$ cat src/design/jvl_map.vh
// register map, field positions and symbol timing of the vpw link control block
// assumes a 32-bit avalon-mm slave with byte addresses and a 1 us timing tick
`ifndef JVL_MAP_VH
`define JVL_MAP_VH
// byte offsets of the four word registers
`define JVL_ADDR_CTRL 4'h0
`define JVL_ADDR_SVEC 4'h4
`define JVL_ADDR_STAT 4'h8
`define JVL_ADDR_DATA 4'hC
// control register fields
`define JVL_C_DIGITAL_LOOPBACK 0
`define JVL_C_ANALOG_LOOPBACK 1
`define JVL_C_FAST 2
`define JVL_C_NORM_BIT_FORMAT_SELECT 3
`define JVL_C_END_OF_DATA_REQUEST 4
`define JVL_C_MNOCRC 5
`define JVL_C_MCRC 6
`define JVL_C_SINGLE 7
// status register fields
`define JVL_S_TX_DATA_EMPTY_FLAG 0
`define JVL_S_RXFULL 1
`define JVL_S_BUSY 2
`define JVL_S_RXBLK 3
`define JVL_S_TXBLK 4
`define JVL_S_LOST 5
`define JVL_S_INFRM 6
`define JVL_S_CRCOK 7
// state vector codes
`define JVL_SV_NONE 16'h0000
`define JVL_SV_BREAK 16'h001C
`define JVL_SV_LOST 16'h0008
`define JVL_SV_TX_DATA_EMPTY_FLAG 16'h000C
`define JVL_SV_RXFULL 16'h0010
// clock and tick
`define JVL_CLK_MHZ 200
`define JVL_TICK_US 1
`define JVL_FAST_FACTOR 4
// symbol lengths in us, transmit side
`define JVL_T_SHORT 9'h040
`define JVL_T_LONG 9'h080
`define JVL_T_SOF 9'h0C8
`define JVL_T_EOD 9'h0C8
`define JVL_T_EOF 9'h118
`define JVL_T_IFS 9'h12C
`define JVL_T_MAX 9'h1FF
// receive classification limits in us
`define JVL_R_LONG_MIN 9'h060
`define JVL_R_SOF_MIN 9'h0A4
`define JVL_R_EOF_MIN 9'h0F0
// crc-8, polynomial x8+x4+x3+x2+1
`define JVL_CRC_INIT 8'hFF
`define JVL_CRC_POLY 8'h1D
`define JVL_CRC_RESID 8'hC4
`endif

$ cat src/design/jvl_ctrl.v
// vpw link transmit control: loopback, fast receive, framing, crc and in-frame response
// assumes synchronous link pins, active-high bus level and a 200 MHz clock
//
// How it works
// - digital loopback feeds transmit into receive
// - loopback clear: bus driven and received normally
// - after loopback, reception waits end-of-frame idle
// - after loopback, transmission waits inter-frame idle
// - fast select: receive only at 41.6 kbps
// - fast clear: send and receive at 10.4
// - break clears fast select, loads vector 001C
// - format select picks normalization bit value
// - end request: finish byte, crc, end symbol
// - shadow byte goes out before the crc
// - end request clears transmit empty flag
// - main frame: end request clears at crc
// - crc or no-crc response: end request clears on echoed end
// - several response requests: priority picks one
// - response request bits read back as written
// - losing single-byte responder repeats byte until seen
// - active normalization bit precedes response byte
// - one shared normalization bit syncs responders
// - analog loopback: bus not driven
//
// Local design decisions: the Avalon-MM register port and the address map.
`timescale 1ns/10ps
`include "jvl_map.vh"

module jvl_ctrl #(
  parameter CLK_MHZ = `JVL_CLK_MHZ
) (
  input wire clk,
  input wire resetn,
  input wire [3:0] avs_address,
  input wire avs_read,
  input wire avs_write,
  input wire [31:0] avs_writedata,
  output reg [31:0] avs_readdata,
  output wire avs_waitrequest,
  input wire link_receive_input,
  output reg link_transmit_output,
  output reg analog_loopback_out
);

  localparam [2:0] S_IDLE = 3'h0;
  localparam [2:0] S_SOF = 3'h1;
  localparam [2:0] S_BITS = 3'h2;
  localparam [2:0] S_EOD = 3'h3;
  localparam [2:0] S_NB = 3'h4;
  localparam [2:0] S_RETRY = 3'h5;
  // divider reloads worked out wide, then cut to the counter width on purpose
  localparam integer DIV_NORM_I = CLK_MHZ * `JVL_TICK_US - 1;
  localparam integer DIV_FAST_I = CLK_MHZ * `JVL_TICK_US / `JVL_FAST_FACTOR - 1;
  localparam [7:0] DIV_NORM = DIV_NORM_I[7:0];
  localparam [7:0] DIV_FAST = DIV_FAST_I[7:0];

  // one crc-8 step over a whole byte, msb first
  function [7:0] crc8;
    input [7:0] c;
    input [7:0] d;
    integer i;
    reg [7:0] x;
    begin
      x = c;
      for (i = 7; i >= 0; i = i - 1) begin
        if (x[7] ^ d[i])
          x = {x[6:0], 1'b0} ^ `JVL_CRC_POLY;
        else
          x = {x[6:0], 1'b0};
      end
      crc8 = x;
    end
  endfunction

  // vpw symbol length for a data bit at the given level
  function [8:0] sym_len;
    input act;
    input b;
    begin
      sym_len = (act ^ b) ? `JVL_T_LONG : `JVL_T_SHORT;
    end
  endfunction

  reg ack_r;
  reg digital_loopback_r, analog_loopback_r, fast_r, norm_bit_format_select_r, end_of_data_request_r;
  reg [2:0] ifr_w_r;
  reg [7:0] div_r;
  reg tick_r;
  reg rx_q_r;
  reg [8:0] rx_cnt_r;
  reg [2:0] rx_bit_r;
  reg [7:0] rx_sr_r, rx_data_r, rx_crc_r;
  reg rx_full_r, in_frame_r, nb_skip_r, crc_ok_r;
  reg rx_blk_r, tx_blk_r, brk_r, lost_r;
  reg [2:0] st_r;
  reg tx_act_r, crc_on_r, ifr_r;
  reg [8:0] tx_cnt_r;
  reg [2:0] tx_bit_r;
  reg [7:0] tx_sr_r, tx_byte_r, tx_crc_r, sh_r;
  reg sh_full_r, tx_data_empty_flag_r;

  // bus handshake: one wait cycle, then the request is taken
  wire req = avs_read | avs_write;
  assign avs_waitrequest = req & ~ack_r;
  wire wr_go = avs_write & ack_r;
  wire rd_go = avs_read & ack_r;
  wire wr_ctrl = wr_go & (avs_address == `JVL_ADDR_CTRL);
  wire wr_data = wr_go & (avs_address == `JVL_ADDR_DATA);
  wire rd_svec = rd_go & (avs_address == `JVL_ADDR_SVEC);
  wire rd_data = rd_go & (avs_address == `JVL_ADDR_DATA);

  // priority-encoded response request, raw bits kept for readback
  wire eff_single = ifr_w_r[2];
  wire eff_crc = ~ifr_w_r[2] & ifr_w_r[1];
  wire eff_nocrc = ~ifr_w_r[2] & ~ifr_w_r[1] & ifr_w_r[0];
  wire ifr_any = eff_single | eff_crc | eff_nocrc;
  // normalization bit: 1 is a short active, 0 a long active
  wire nb_one = eff_crc ? ~norm_bit_format_select_r : norm_bit_format_select_r;
  wire [8:0] nb_len = nb_one ? `JVL_T_SHORT : `JVL_T_LONG;

  // receive source: own transmit level in digital loopback, else the pin
  wire rx_line = digital_loopback_r ? tx_act_r : link_receive_input;
  wire rx_edge = rx_line ^ rx_q_r;
  wire rx_bit = rx_q_r ? (rx_cnt_r < `JVL_R_LONG_MIN) : (rx_cnt_r >= `JVL_R_LONG_MIN);
  wire rx_is_bit = ~rx_q_r ? (rx_cnt_r < `JVL_R_SOF_MIN)
                           : (rx_cnt_r < `JVL_R_SOF_MIN) & ~nb_skip_r;
  wire rx_byte = rx_edge & rx_is_bit & (rx_bit_r == 3'h7);
  wire [7:0] rx_new = {rx_sr_r[6:0], rx_bit};
  wire rx_eod = tick_r & ~rx_q_r & in_frame_r & (rx_cnt_r == `JVL_R_SOF_MIN - 9'h001);
  wire rx_brk = rx_edge & rx_q_r & (rx_cnt_r >= `JVL_R_EOF_MIN);

  // current transmit symbol length and end of symbol
  reg [8:0] dur;
  always @* begin
    case (st_r)
      S_SOF: dur = `JVL_T_SOF;
      S_NB: dur = nb_len;
      S_EOD: dur = `JVL_T_EOD;
      S_BITS: dur = sym_len(tx_act_r, tx_sr_r[7]);
      default: dur = `JVL_T_MAX;
    endcase
  end
  wire sym_end = tick_r & (tx_cnt_r == dur - 9'h001);
  wire sending = (st_r == S_SOF) | (st_r == S_BITS) | (st_r == S_NB);
  // own passive symbol but bus active: another node won
  wire lost = tick_r & sending & ~tx_act_r & rx_q_r & (tx_cnt_r != 9'h000);
  wire bus_idle = ~rx_q_r & ~in_frame_r & (rx_cnt_r >= `JVL_T_IFS);
  wire can_tx = ~fast_r & ~tx_blk_r & sh_full_r;
  wire go_main = (st_r == S_IDLE) & can_tx & bus_idle & ~ifr_any;
  wire go_ifr = (st_r == S_IDLE) & can_tx & ifr_any & rx_eod & crc_ok_r;

  // state vector: break above lost arbitration above transmit empty above receive
  reg [15:0] svec;
  always @* begin
    if (brk_r)
      svec = `JVL_SV_BREAK;
    else if (lost_r)
      svec = `JVL_SV_LOST;
    else if (tx_data_empty_flag_r & (st_r != S_IDLE))
      svec = `JVL_SV_TX_DATA_EMPTY_FLAG;
    else if (rx_full_r)
      svec = `JVL_SV_RXFULL;
    else
      svec = `JVL_SV_NONE;
  end

  // register read mux, latched during the wait cycle
  reg [31:0] rd_mux;
  always @* begin
    rd_mux = 32'h0000_0000;
    case (avs_address)
      `JVL_ADDR_CTRL: begin
        rd_mux[`JVL_C_DIGITAL_LOOPBACK] = digital_loopback_r;
        rd_mux[`JVL_C_ANALOG_LOOPBACK] = analog_loopback_r;
        rd_mux[`JVL_C_FAST] = fast_r;
        rd_mux[`JVL_C_NORM_BIT_FORMAT_SELECT] = norm_bit_format_select_r;
        rd_mux[`JVL_C_END_OF_DATA_REQUEST] = end_of_data_request_r;
        rd_mux[`JVL_C_MNOCRC] = ifr_w_r[0];
        rd_mux[`JVL_C_MCRC] = ifr_w_r[1];
        rd_mux[`JVL_C_SINGLE] = ifr_w_r[2];
      end
      `JVL_ADDR_SVEC: rd_mux[15:0] = svec;
      `JVL_ADDR_STAT: begin
        rd_mux[`JVL_S_TX_DATA_EMPTY_FLAG] = tx_data_empty_flag_r;
        rd_mux[`JVL_S_RXFULL] = rx_full_r;
        rd_mux[`JVL_S_BUSY] = st_r != S_IDLE;
        rd_mux[`JVL_S_RXBLK] = rx_blk_r;
        rd_mux[`JVL_S_TXBLK] = tx_blk_r;
        rd_mux[`JVL_S_LOST] = lost_r;
        rd_mux[`JVL_S_INFRM] = in_frame_r;
        rd_mux[`JVL_S_CRCOK] = crc_ok_r;
      end
      `JVL_ADDR_DATA: rd_mux[7:0] = rx_data_r;
      default: rd_mux = 32'h0000_0000;
    endcase
  end

  // bus slave flops and pin drivers
  always @(posedge clk) begin
    if (!resetn) begin
      ack_r <= 1'b0;
      avs_readdata <= 32'h0000_0000;
      link_transmit_output <= 1'b0;
      analog_loopback_out <= 1'b0;
    end else begin
      ack_r <= req & ~ack_r;
      if (avs_read & ~ack_r)
        avs_readdata <= rd_mux;
      // never drive the bus in either loopback
      link_transmit_output <= tx_act_r & ~digital_loopback_r & ~analog_loopback_r;
      analog_loopback_out <= analog_loopback_r;
    end
  end

  // 1 us tick, four times faster in fast receive mode
  always @(posedge clk) begin
    if (!resetn) begin
      div_r <= 8'h00;
      tick_r <= 1'b0;
    end else begin
      tick_r <= 1'b0;
      if (div_r == 8'h00) begin
        div_r <= fast_r ? DIV_FAST : DIV_NORM;
        tick_r <= 1'b1;
      end else
        div_r <= div_r - 8'h01;
    end
  end

  // receive symbol decoder and loopback idle gating
  always @(posedge clk) begin
    if (!resetn) begin
      rx_q_r <= 1'b0;
      rx_cnt_r <= 9'h000;
      rx_bit_r <= 3'h0;
      rx_sr_r <= 8'h00;
      rx_data_r <= 8'h00;
      rx_crc_r <= `JVL_CRC_INIT;
      rx_full_r <= 1'b0;
      in_frame_r <= 1'b0;
      nb_skip_r <= 1'b0;
      crc_ok_r <= 1'b0;
      rx_blk_r <= 1'b0;
      tx_blk_r <= 1'b0;
      brk_r <= 1'b0;
    end else begin
      rx_q_r <= rx_line;
      if (rx_edge)
        rx_cnt_r <= 9'h000;
      else if (tick_r & (rx_cnt_r != `JVL_T_MAX))
        rx_cnt_r <= rx_cnt_r + 9'h001;
      if (rx_edge & rx_q_r & (rx_cnt_r >= `JVL_R_SOF_MIN) & ~rx_brk) begin
        in_frame_r <= 1'b1;
        nb_skip_r <= 1'b0;
        rx_bit_r <= 3'h0;
        rx_crc_r <= `JVL_CRC_INIT;
      end else if (rx_edge & rx_q_r & nb_skip_r) begin
        nb_skip_r <= 1'b0;
        rx_crc_r <= `JVL_CRC_INIT;
      end else if (rx_edge & rx_is_bit & in_frame_r) begin
        rx_sr_r <= rx_new;
        rx_bit_r <= rx_bit_r + 3'h1;
        if (rx_byte) begin
          rx_crc_r <= crc8(rx_crc_r, rx_new);
          if (~rx_blk_r) begin
            rx_data_r <= rx_new;
            rx_full_r <= 1'b1;
          end
        end
      end
      // end of data: a normalization bit may follow
      if (rx_eod) begin
        nb_skip_r <= 1'b1;
        rx_bit_r <= 3'h0;
        crc_ok_r <= rx_crc_r == `JVL_CRC_RESID;
      end
      if (tick_r & ~rx_q_r & (rx_cnt_r == `JVL_R_EOF_MIN - 9'h001))
        in_frame_r <= 1'b0;
      if (rx_brk) begin
        in_frame_r <= 1'b0;
        brk_r <= 1'b1;
      end else if (rd_svec)
        brk_r <= 1'b0;
      if (rd_data & ~(rx_byte & in_frame_r & ~rx_blk_r))
        rx_full_r <= 1'b0;
      // idle bus releases reception, then transmission
      if (~rx_q_r & (rx_cnt_r >= `JVL_T_EOF))
        rx_blk_r <= 1'b0;
      if (~rx_q_r & (rx_cnt_r >= `JVL_T_IFS))
        tx_blk_r <= 1'b0;
      // leaving either loopback restarts the idle wait
      if (wr_ctrl & ((digital_loopback_r & ~avs_writedata[`JVL_C_DIGITAL_LOOPBACK])
                   | (analog_loopback_r & ~avs_writedata[`JVL_C_ANALOG_LOOPBACK]))) begin
        rx_blk_r <= 1'b1;
        tx_blk_r <= 1'b1;
        rx_cnt_r <= 9'h000;
      end
    end
  end

  // transmit framer, control bits and shadow register
  always @(posedge clk) begin
    if (!resetn) begin
      digital_loopback_r <= 1'b0;
      analog_loopback_r <= 1'b0;
      fast_r <= 1'b0;
      norm_bit_format_select_r <= 1'b0;
      end_of_data_request_r <= 1'b0;
      ifr_w_r <= 3'h0;
      st_r <= S_IDLE;
      tx_act_r <= 1'b0;
      tx_cnt_r <= 9'h000;
      tx_bit_r <= 3'h0;
      tx_sr_r <= 8'h00;
      tx_byte_r <= 8'h00;
      tx_crc_r <= `JVL_CRC_INIT;
      crc_on_r <= 1'b0;
      ifr_r <= 1'b0;
      sh_r <= 8'h00;
      sh_full_r <= 1'b0;
      tx_data_empty_flag_r <= 1'b1;
      lost_r <= 1'b0;
    end else begin
      if (tick_r & (st_r != S_IDLE) & (st_r != S_RETRY))
        tx_cnt_r <= tx_cnt_r + 9'h001;
      if (go_main | go_ifr) begin
        tx_sr_r <= sh_r;
        tx_byte_r <= sh_r;
        sh_full_r <= 1'b0;
        tx_data_empty_flag_r <= 1'b1;
        tx_crc_r <= crc8(`JVL_CRC_INIT, sh_r);
        crc_on_r <= 1'b0;
        tx_bit_r <= 3'h0;
        tx_cnt_r <= 9'h000;
        tx_act_r <= 1'b1;
        ifr_r <= go_ifr;
        st_r <= go_ifr ? S_NB : S_SOF;
      end else if (rx_brk & (st_r != S_IDLE)) begin
        st_r <= S_IDLE;
        tx_act_r <= 1'b0;
        end_of_data_request_r <= 1'b0;
        ifr_w_r <= 3'h0;
        ifr_r <= 1'b0;
      end else if (lost) begin
        lost_r <= 1'b1;
        tx_act_r <= 1'b0;
        if (ifr_r & eff_single)
          st_r <= S_RETRY;
        else begin
          st_r <= S_IDLE;
          end_of_data_request_r <= 1'b0;
          ifr_w_r <= 3'h0;
          ifr_r <= 1'b0;
        end
      end else if (st_r == S_RETRY) begin
        if (rx_byte & (rx_new == tx_byte_r)) begin
          st_r <= S_IDLE;
          ifr_r <= 1'b0;
        end else if (rx_byte) begin
          tx_sr_r <= tx_byte_r;
          tx_bit_r <= 3'h0;
          tx_cnt_r <= 9'h000;
          tx_act_r <= rx_line;
          st_r <= S_BITS;
        end else if (~in_frame_r) begin
          st_r <= S_IDLE;
          ifr_w_r <= 3'h0;
          ifr_r <= 1'b0;
        end
      end else if (sym_end) begin
        tx_cnt_r <= 9'h000;
        tx_act_r <= 1'b0;
        case (st_r)
          S_SOF, S_NB: st_r <= S_BITS;
          S_EOD: begin
            st_r <= S_IDLE;
            ifr_r <= 1'b0;
          end
          S_BITS: begin
            tx_act_r <= ~tx_act_r;
            tx_sr_r <= {tx_sr_r[6:0], 1'b0};
            tx_bit_r <= tx_bit_r + 3'h1;
            if (tx_bit_r == 3'h7) begin
              if (crc_on_r | (ifr_r & eff_single)) begin
                crc_on_r <= 1'b0;
                tx_act_r <= 1'b0;
                st_r <= S_EOD;
              end else if (sh_full_r) begin
                tx_sr_r <= sh_r;
                tx_byte_r <= sh_r;
                sh_full_r <= 1'b0;
                tx_data_empty_flag_r <= 1'b1;
                tx_crc_r <= crc8(tx_crc_r, sh_r);
              end else if (end_of_data_request_r & ifr_r & ~eff_crc) begin
                tx_act_r <= 1'b0;
                st_r <= S_EOD;
              end else if (end_of_data_request_r) begin
                tx_sr_r <= ~tx_crc_r;
                crc_on_r <= 1'b1;
                if (~ifr_r)
                  end_of_data_request_r <= 1'b0;
              end else begin
                // underrun ends the frame without an end symbol
                tx_act_r <= 1'b0;
                st_r <= S_IDLE;
                ifr_w_r <= ifr_r ? 3'h0 : ifr_w_r;
                ifr_r <= 1'b0;
              end
            end
          end
          default: st_r <= S_IDLE;
        endcase
      end
      // crc and no-crc responses close when their end symbol is seen on the bus
      if (rx_eod & ifr_r & (st_r == S_EOD) & ~eff_single) begin
        end_of_data_request_r <= 1'b0;
        ifr_w_r <= 3'h0;
      end
      if (rx_byte & ifr_r & eff_single & (rx_new == tx_byte_r))
        ifr_w_r <= 3'h0;
      if (rd_svec)
        lost_r <= lost;
      // break wins over software so fast receive always drops back
      if (rx_brk)
        fast_r <= 1'b0;
      if (wr_ctrl) begin
        digital_loopback_r <= avs_writedata[`JVL_C_DIGITAL_LOOPBACK];
        analog_loopback_r <= avs_writedata[`JVL_C_ANALOG_LOOPBACK];
        if (~rx_brk)
          fast_r <= avs_writedata[`JVL_C_FAST];
        norm_bit_format_select_r <= avs_writedata[`JVL_C_NORM_BIT_FORMAT_SELECT];
        // raw value stored; the encoded view is derived
        ifr_w_r <= {avs_writedata[`JVL_C_SINGLE], avs_writedata[`JVL_C_MCRC],
                    avs_writedata[`JVL_C_MNOCRC]};
        if (avs_writedata[`JVL_C_END_OF_DATA_REQUEST]) begin
          end_of_data_request_r <= 1'b1;
          tx_data_empty_flag_r <= 1'b0;
        end
      end
      if (wr_data) begin
        sh_r <= avs_writedata[7:0];
        sh_full_r <= 1'b1;
        tx_data_empty_flag_r <= 1'b0;
      end
    end
  end

endmodule

$ cat config.mk
export PLATFORM = sky130hd
export DESIGN_NAME = jvl_ctrl
export DESIGN_NICKNAME = d
export VERILOG_FILES = /design/src/design/jvl_ctrl.v
export VERILOG_INCLUDE_DIRS = /design/src /design/src/design
export SDC_FILE = /design/constraint.sdc
export NUM_CORES = 1
export LEC_CHECK = 0
export BUFFER_PORTS_ARGS = -buffer_cell sky130_fd_sc_hd__buf_2
export CORE_MARGIN = 2
export CORE_UTILIZATION = 25
export DETAILED_ROUTE_END_ITERATION = 16
export SETUP_SLACK_MARGIN = 0.15
export SLEW_MARGIN = 25
export SYNTH_ARGS = -nofsm -noshare
export SYNTH_HDL_FRONTEND = slang
export SYNTH_SLANG_ARGS = --single-unit
$ cat constraint.sdc
create_clock -name clk -period 5.6 [get_ports clk]
set_input_delay 0.84 -clock clk [delete_from_list [all_inputs] [get_ports clk]]
set_output_delay 0.84 -clock clk [all_outputs]
set_load 0.1 [all_outputs]
==> run metrics, run 1 <==
number of synthesized flops with an enable pin 0; endpoint arrival time on the critical path ~3.8 ns; final setup violation count 0; Seq/Total Area, Yosys 34.6%; DRC violation count after routing 0; most used standard cell by instance count after synthesis sky130_fd_sc_hd__dfxtp_1; starting utilization of the core area 25.2%; TritonCTS clock tree yes; number of buffers added on ports 27; pin count of the biggest net entering global routing 71; area of the mapped netlist 7170 um2; Unique masters post-synth 70; total clock buffers created by CTS 17; Rel. slew slack 39.5%; overall power consumption between 2 and 2.5 mW; average wire per standard cell roughly 14 um; met2 WL post-DR 8.08 mm; ratio of final minimum period to clock period 62.0%; CTS Hold Buffers Added 0; crit path launch type flop; Core Box Area 28500 um2; yosys warns 0; Met3 Wirelength 818 um; Total Wirelength 17.9 mm; internal power 1.68 mW; flops & latches, synth between 100 and 150; peak supply drop 181 uV; final layout net count roughly 900; required time of the critical path 5.89 ns; run status completed; vias per std cell 4.82; full die area 30100 um2; number of gates resized after cts 0; first-pass GRT wire length 29.5 mm; Tightest Hold Check Type flop to flop; Detailed Route Iter0 Violations 563; switching component of the power 0.614 mW; synthesis-to-finish area growth 13.2%; post-synthesis average cell area around 8.4 um2; root buffer cell sky130_fd_sc_hd__clkbuf_16; depth of the worst hold-timing path 2; final worst path period need roughly 3.5 ns; total iterations of the first detailed-routing run 5; most area-consuming cells after synthesis sky130_fd_sc_hd__dfxtp_1, sky130_fd_sc_hd__xnor2_1, sky130_fd_sc_hd__mux2i_1; RSZ-0062 raised after global routing no; area share of the largest cell type after synthesis 34.6%; net switching share of the total power 26.8%; most frequently used flop master after synthesis sky130_fd_sc_hd__dfxtp_1; Top-Level Pins 76; final core utilization 28.5%; met1 wire length 8.73 mm; Least-Margin Pin Slew 0.908 ns; clock-pin transition on the worst setup and hold timing paths 0.06 ns; Syn Inst Count about 860; asr flop ratio synth 0%; total via count after detailed routing 5997; number of setup buffers added after CTS 0; TritonCTS Sinks ~120; number of antenna violations at the first check in global routing 0; category of the most critical setup path flop to flop; Max Cap Viol 0; count of inserted antenna diode cells 0; residual antenna-violating net count after detailed routing 0; highest clock frequency the design can meet 288 MHz; layout cells sized above 1 between 9 and 10%; GPL Wtd Cong 0.880; fillcell total 3069; gr ovfl total 0; largest driver fanout on the critical path 14; maximum clock path buffer count 2; placed wire-length estimate 12.7 mm; critical path capture point type flop; leak pwr slightly above 3 nW; combinational share of power 9.7%; final-report hold violation count 0; Post-Route Setup TNS 0 ns; number of cell instances on the worst register-to-register path 10; topmost layer with routed signal wires met4; Clock power frac 49.8%; leading area contributor after synthesis sky130_fd_sc_hd__dfxtp_1; number of cell rows 62; number of levels the H-tree was split into 4; ratio of total power to cell area 283 nW/um2; number of global-route vias before repair 5582; number of max-slew violations in the final report 0; top cells by count, synth sky130_fd_sc_hd__dfxtp_1, sky130_fd_sc_hd__nor2_1, sky130_fd_sc_hd__xnor2_1; Horiz. Die Dim approximately 170 um; source-to-sink clock delay at the later pin of the worst-skew pair roughly 0.42 ns; register share of total power about 41%; vertical die dimension 173 um; largest clock skew in the final design 0.00788 ns; Total Routing Usage GR 12.1%
## power by group through the flow
stage / Sequential, mW / Clock (mW) / Combinational, mW
detailed placement: 0.950 / 0 / 0.222
floorplan: 0.943 / 0 / 0.206
CTS: 0.931 / 1.16 / 0.223
finish: 0.931 / 1.14 / 0.222
global placement: 0.949 / 0 / 0.219
global route: 0.935 / 1.20 / 0.243
## metrics by stage
step | area [um2] | setup slack (ns) | cells | hold WS (ns)
global route | 8120 | 1.85 | 1243 | 0.481
CTS | 8110 | 2.12 | 1243 | 0.464
global placement | 7500 | 1.79 | 1211 | 0.444
floorplan | 7260 | 2.62 | 878 | 0.433
detailed placement | 7510 | 1.79 | 1211 | 0.456
finish | 8120 | 2.13 | 1243 | 0.461
## final timing paths
kind,from,slack [ns],endpoint
setup / recovery,digital_loopback_r,2.13,tx_byte_r[4]
hold / removal,tx_bit_r[1],0.46,tx_bit_r[1]
setup reg to reg,digital_loopback_r,2.13,tx_byte_r[4]
hold reg to reg,tx_bit_r[1],0.46,tx_bit_r[1]
## state kept, by name (all words and copies together) (netlist names), 3 cells and up
name	flops
div_r	8
sh_r	8
tx_sr_r	8
tx_cnt_r	9
rx_bit_r	3
tx_crc_r	8
rx_sr_r	7
rx_cnt_r	9
rx_crc_r	8
rx_data_r	8
tx_byte_r	8
avs_readdata	8
tx_bit_r	3
ifr_w_r	3
st_r	3
## layout make-up
class                           count  area (um2)  share of cell area (%)
Multi-Input combinational cell    652        4300                    53.0
Sequential cell                   124        2480                    30.6
Tap cell                          384         480                    5.92
Clock buffer                       19         443                    5.46
Timing Repair Buffer               33         180                    2.22
Clock inverter                     13         165                    2.03
Inverter                           18        67.6                   0.832
## cell families after synthesis
| family | synth area share [%] |
|---|---|
| mux | 7.10 |
| buf+inv | 6.75 |
| fa+ha+maj | 2.09 |
| xor+xnor | 13.7 |
| compound gates | 16.8 |
| flops | 34.6 |
| other cells | 0.0523 |
| simple gates | 18.8 |
## routing by layer
metal  up-vias  GRT usage (%)
li1       2954              -
met1      2872           16.7
met2       148           18.7
met3        23           2.52
met4         0           4.52
met5         -              0
## critical path, stage by stage, from the launching register on
cell,delay [ns]
sky130_fd_sc_hd__dfxtp_1,0.50
sky130_fd_sc_hd__mux2i_1,0.34
sky130_fd_sc_hd__ha_1,0.26
sky130_fd_sc_hd__inv_1,0.07
sky130_fd_sc_hd__nor2_1,0.44
sky130_fd_sc_hd__and2_1,0.28
sky130_fd_sc_hd__a21oi_1,0.15
sky130_fd_sc_hd__a31oi_2,0.69
sky130_fd_sc_hd__buf_4,0.33
sky130_fd_sc_hd__mux2i_1,0.21
sky130_fd_sc_hd__nor2_1,0.05
## placed cells by master (no fill, tap or decap), drive strengths merged, types with 27 or more instances in the layout
master  netlist  final
xor2         34     34
xnor2        68     68
nand2        65     65
o21ai        27     27
nor2        113    113
a21oi        39     39
dfxtp       124    124
buf          34     33
mux2i        43     43
Note: power is estimated with default switching activity, not from simulation.
==> run 2, diff against run 1 <==
Clock period 5.6 ns to 3.25 ns, I/O delays scaled along.
==> run 2 against run 1 <==
Global-route usage increased by 0.17 points. Clock skew increased by 0.0040 ns. Via count is 0.30% higher. Cell count increased by 1.6%. Critical path type unchanged. Routed wire length increased by 1.0%.
==> run metrics, run 2 (synthesized netlist as in run 1, its figures left out) <==
startpoint of the worst register-to-register path digital_loopback_r; final worst path period need 2.80 ns (-0.672 ns); area used by multi-input combinational logic 4300 um2 (about the same); largest driver fanout on the critical path 10 (-4); leak pwr 3.13 nW (+3.7%); root buffer cell sky130_fd_sc_hd__clkbuf_16; Post-Route Setup TNS 0 ns (unchanged); Crit. Startpoint digital_loopback_r; starting utilization of the core area 25.2% (unchanged); TritonCTS Sinks 124 (unchanged); Top-Level Pins 76 (unchanged); clock-pin transition on the worst setup and hold timing paths 0.06 ns (about the same); Critical Path Max Stage Delay 0.43 ns (-0.26 ns); Tightest Hold Check Type input port to flop; Detailed Route Iter0 Violations 453 (-20%); number of cell rows 62 (unchanged); cell type with the highest occurrence count on the critical path sky130_fd_sc_hd__nand4_1; internal power 2.91 mW (+73%); register share of total power 40.1% (-0.5 points); hold path startpoint avs_writedata[7]; switching component of the power 1.08 mW (+75%); largest clock skew in the final design 0.0119 ns (+0.00400 ns); combinational share of power 9.9% (+0.2 points); number of levels the H-tree was split into 4 (unchanged); GPL Wtd Cong 0.864 (-1.8%); crit path launch type flop; vertical die dimension 173 um (unchanged); category of the most critical setup path flop to flop; TritonCTS clock tree yes; total clock buffers created by CTS 17 (unchanged); Max Cap Viol 0 (unchanged); count of inserted antenna diode cells 0 (unchanged); number of global-route vias before repair 5656 (+1.3%); residual antenna-violating net count after detailed routing 0 (unchanged); number of antenna violations at the first check in global routing 0 (unchanged); leading cell type in the layout, fill and taps excluded sky130_fd_sc_hd__dfxtp_1; ratio of total power to cell area 482 nW/um2 (+70%); endpoint arrival time on the critical path 3.08 ns (-0.68 ns); worst-case hold slack 0.338 ns (-0.123 ns); net switching share of the total power 27.0% (+0.20 points); gr ovfl total 0 (unchanged); first-pass GRT wire length 29.9 mm (+1.6%); full die area 30100 um2 (unchanged); number of max-slew violations in the final report 0 (unchanged); Rel. slew slack 43.3% (+3.8 points); min setup slack post-route 0.452 ns (-1.68 ns); DRC violation count after routing 0 (unchanged); setup slack at placement 0.249 ns (-1.54 ns); most used cells in the layout excluding fill and tap cells sky130_fd_sc_hd__dfxtp_1, sky130_fd_sc_hd__nor2_1, sky130_fd_sc_hd__xnor2_1; pin count of the biggest net entering global routing 71 (unchanged); number of standard cells in the layout, taps in and fillers out 1263 (+1.6%); worst path bufs/invs 0 (-2); Total Routing Usage GR 12.3% (+0.17 points); Clock power frac 50.0% (+0.2 points); required time of the critical path 3.54 ns (-2.35 ns); critical path capture point type flop; final setup violation count 0 (unchanged); slowest library cell on the worst path sky130_fd_sc_hd__dfxtp_1; Core Box Area 28500 um2 (unchanged); fillcell total 3013 (-1.8%); total via count after detailed routing 6015 (+0.30%); Horiz. Die Dim 173 um (unchanged); RSZ-0062 raised after global routing no; vias per std cell 4.76 (-1.3%); average wire per standard cell 14.3 um (-0.58%); cell-by-cell trace of the critical path mux2i_1 > ha_1 > a211oi_2 > nand4_1 > a31oi_1 > and2_1 > o21ai_1 > nand4_1 > o211ai_1; number of buffers added on ports 27 (unchanged); synthesis-to-finish area growth 15.4%; highest clock frequency the design can meet 357 MHz (+24%); area taken by flip-flops and latches 2480 um2 (unchanged); placed wire-length estimate 13.0 mm (+2.6%); ratio of final minimum period to clock period 86.1% (+24 points); Total Wirelength 18.1 mm (+1.0%); final layout net count 919 (+2.2%); final-report hold violation count 0 (unchanged); layout cells sized above 1 11.9% (+2.1 points); dominant delay contributor by cell family on the critical path compound AO/OA/AOI/OAI gates; number of setup buffers added after CTS 0 (unchanged); source-to-sink clock delay at the later pin of the worst-skew pair 0.42 ns (about the same); largest registers in the final layout rx_cnt_r x9, tx_cnt_r x9; Least-Margin Pin Slew 0.840 ns (-0.0679 ns); total iterations of the first detailed-routing run 7 (+2); maximum clock path buffer count 2 (unchanged); peak supply drop 314 uV (+74%); run status completed; placed instance count 1231 (+1.7%)
[run 2: worst paths after layout]
kind / end / slack, ns / cells after the start
worst min-delay path: ifr_w_r[2] / 0.34 / 2
worst min register to register: div_r[0] / 0.46 / 1
worst max register to register: tx_sr_r[7] / 0.45 / 9
worst max-delay path: tx_sr_r[7] / 0.45 / 9
[run 2: per-layer routing]
| metal | track usage, % | vias to the layer above | part of all wire, % |
|---|---|---|---|
| met3 | 2.37 | 21 | 4.3 |
| li1 | - | 2987 | - |
| met2 | 19.1 | 131 | 45 |
| met5 | 0 | - | 0 |
| met4 | 4.94 | 0 | 1.7 |
| met1 | 16.8 | 2876 | 49 |
[run 2: power by group through the flow]
stage               Combinational (mW)  Clock (mW)  Sequential [mW]
floorplan                        0.355           0             1.63
global placement                 0.389           0             1.63
detailed placement               0.394           0             1.63
CTS                              0.396        2.03             1.60
global route                     0.439        2.10             1.61
finish                           0.395        1.99             1.60
[run 2: final cells by class]
cell class / count / area share, %
Multi-Input combinational cell: 652 / 51.9
Sequential cell: 124 / 30.0
Tap cell: 384 / 5.80
Clock buffer: 18 / 5.30
Timing Repair Buffer: 53 / 3.99
Clock inverter: 14 / 2.21
Inverter: 18 / 0.816
[run 2: what timing repair did]
| item | 4_1_cts | 5_1_grt |
|---|---|---|
| hold buffers | 0 | 0 |
| setup endpoints to repair | 0 | 5 |
| resized for setup | 0 | 1 |
| endpoints found under the hold margin | 0 | 0 |
[run 2: through the flow]
step / util, % / area, um2 / power [mW]
4_1_cts: 29.1 / 8280 / 4.03
5_1_grt: 29.1 / 8280 / 4.14
3_5_place_dp: 26.9 / 7650 / 2.03
2_1_floorplan: - / 7260 / 1.98
6_report: 29.1 / 8280 / 3.99
3_3_place_gp: 26.9 / 7650 / 2.02
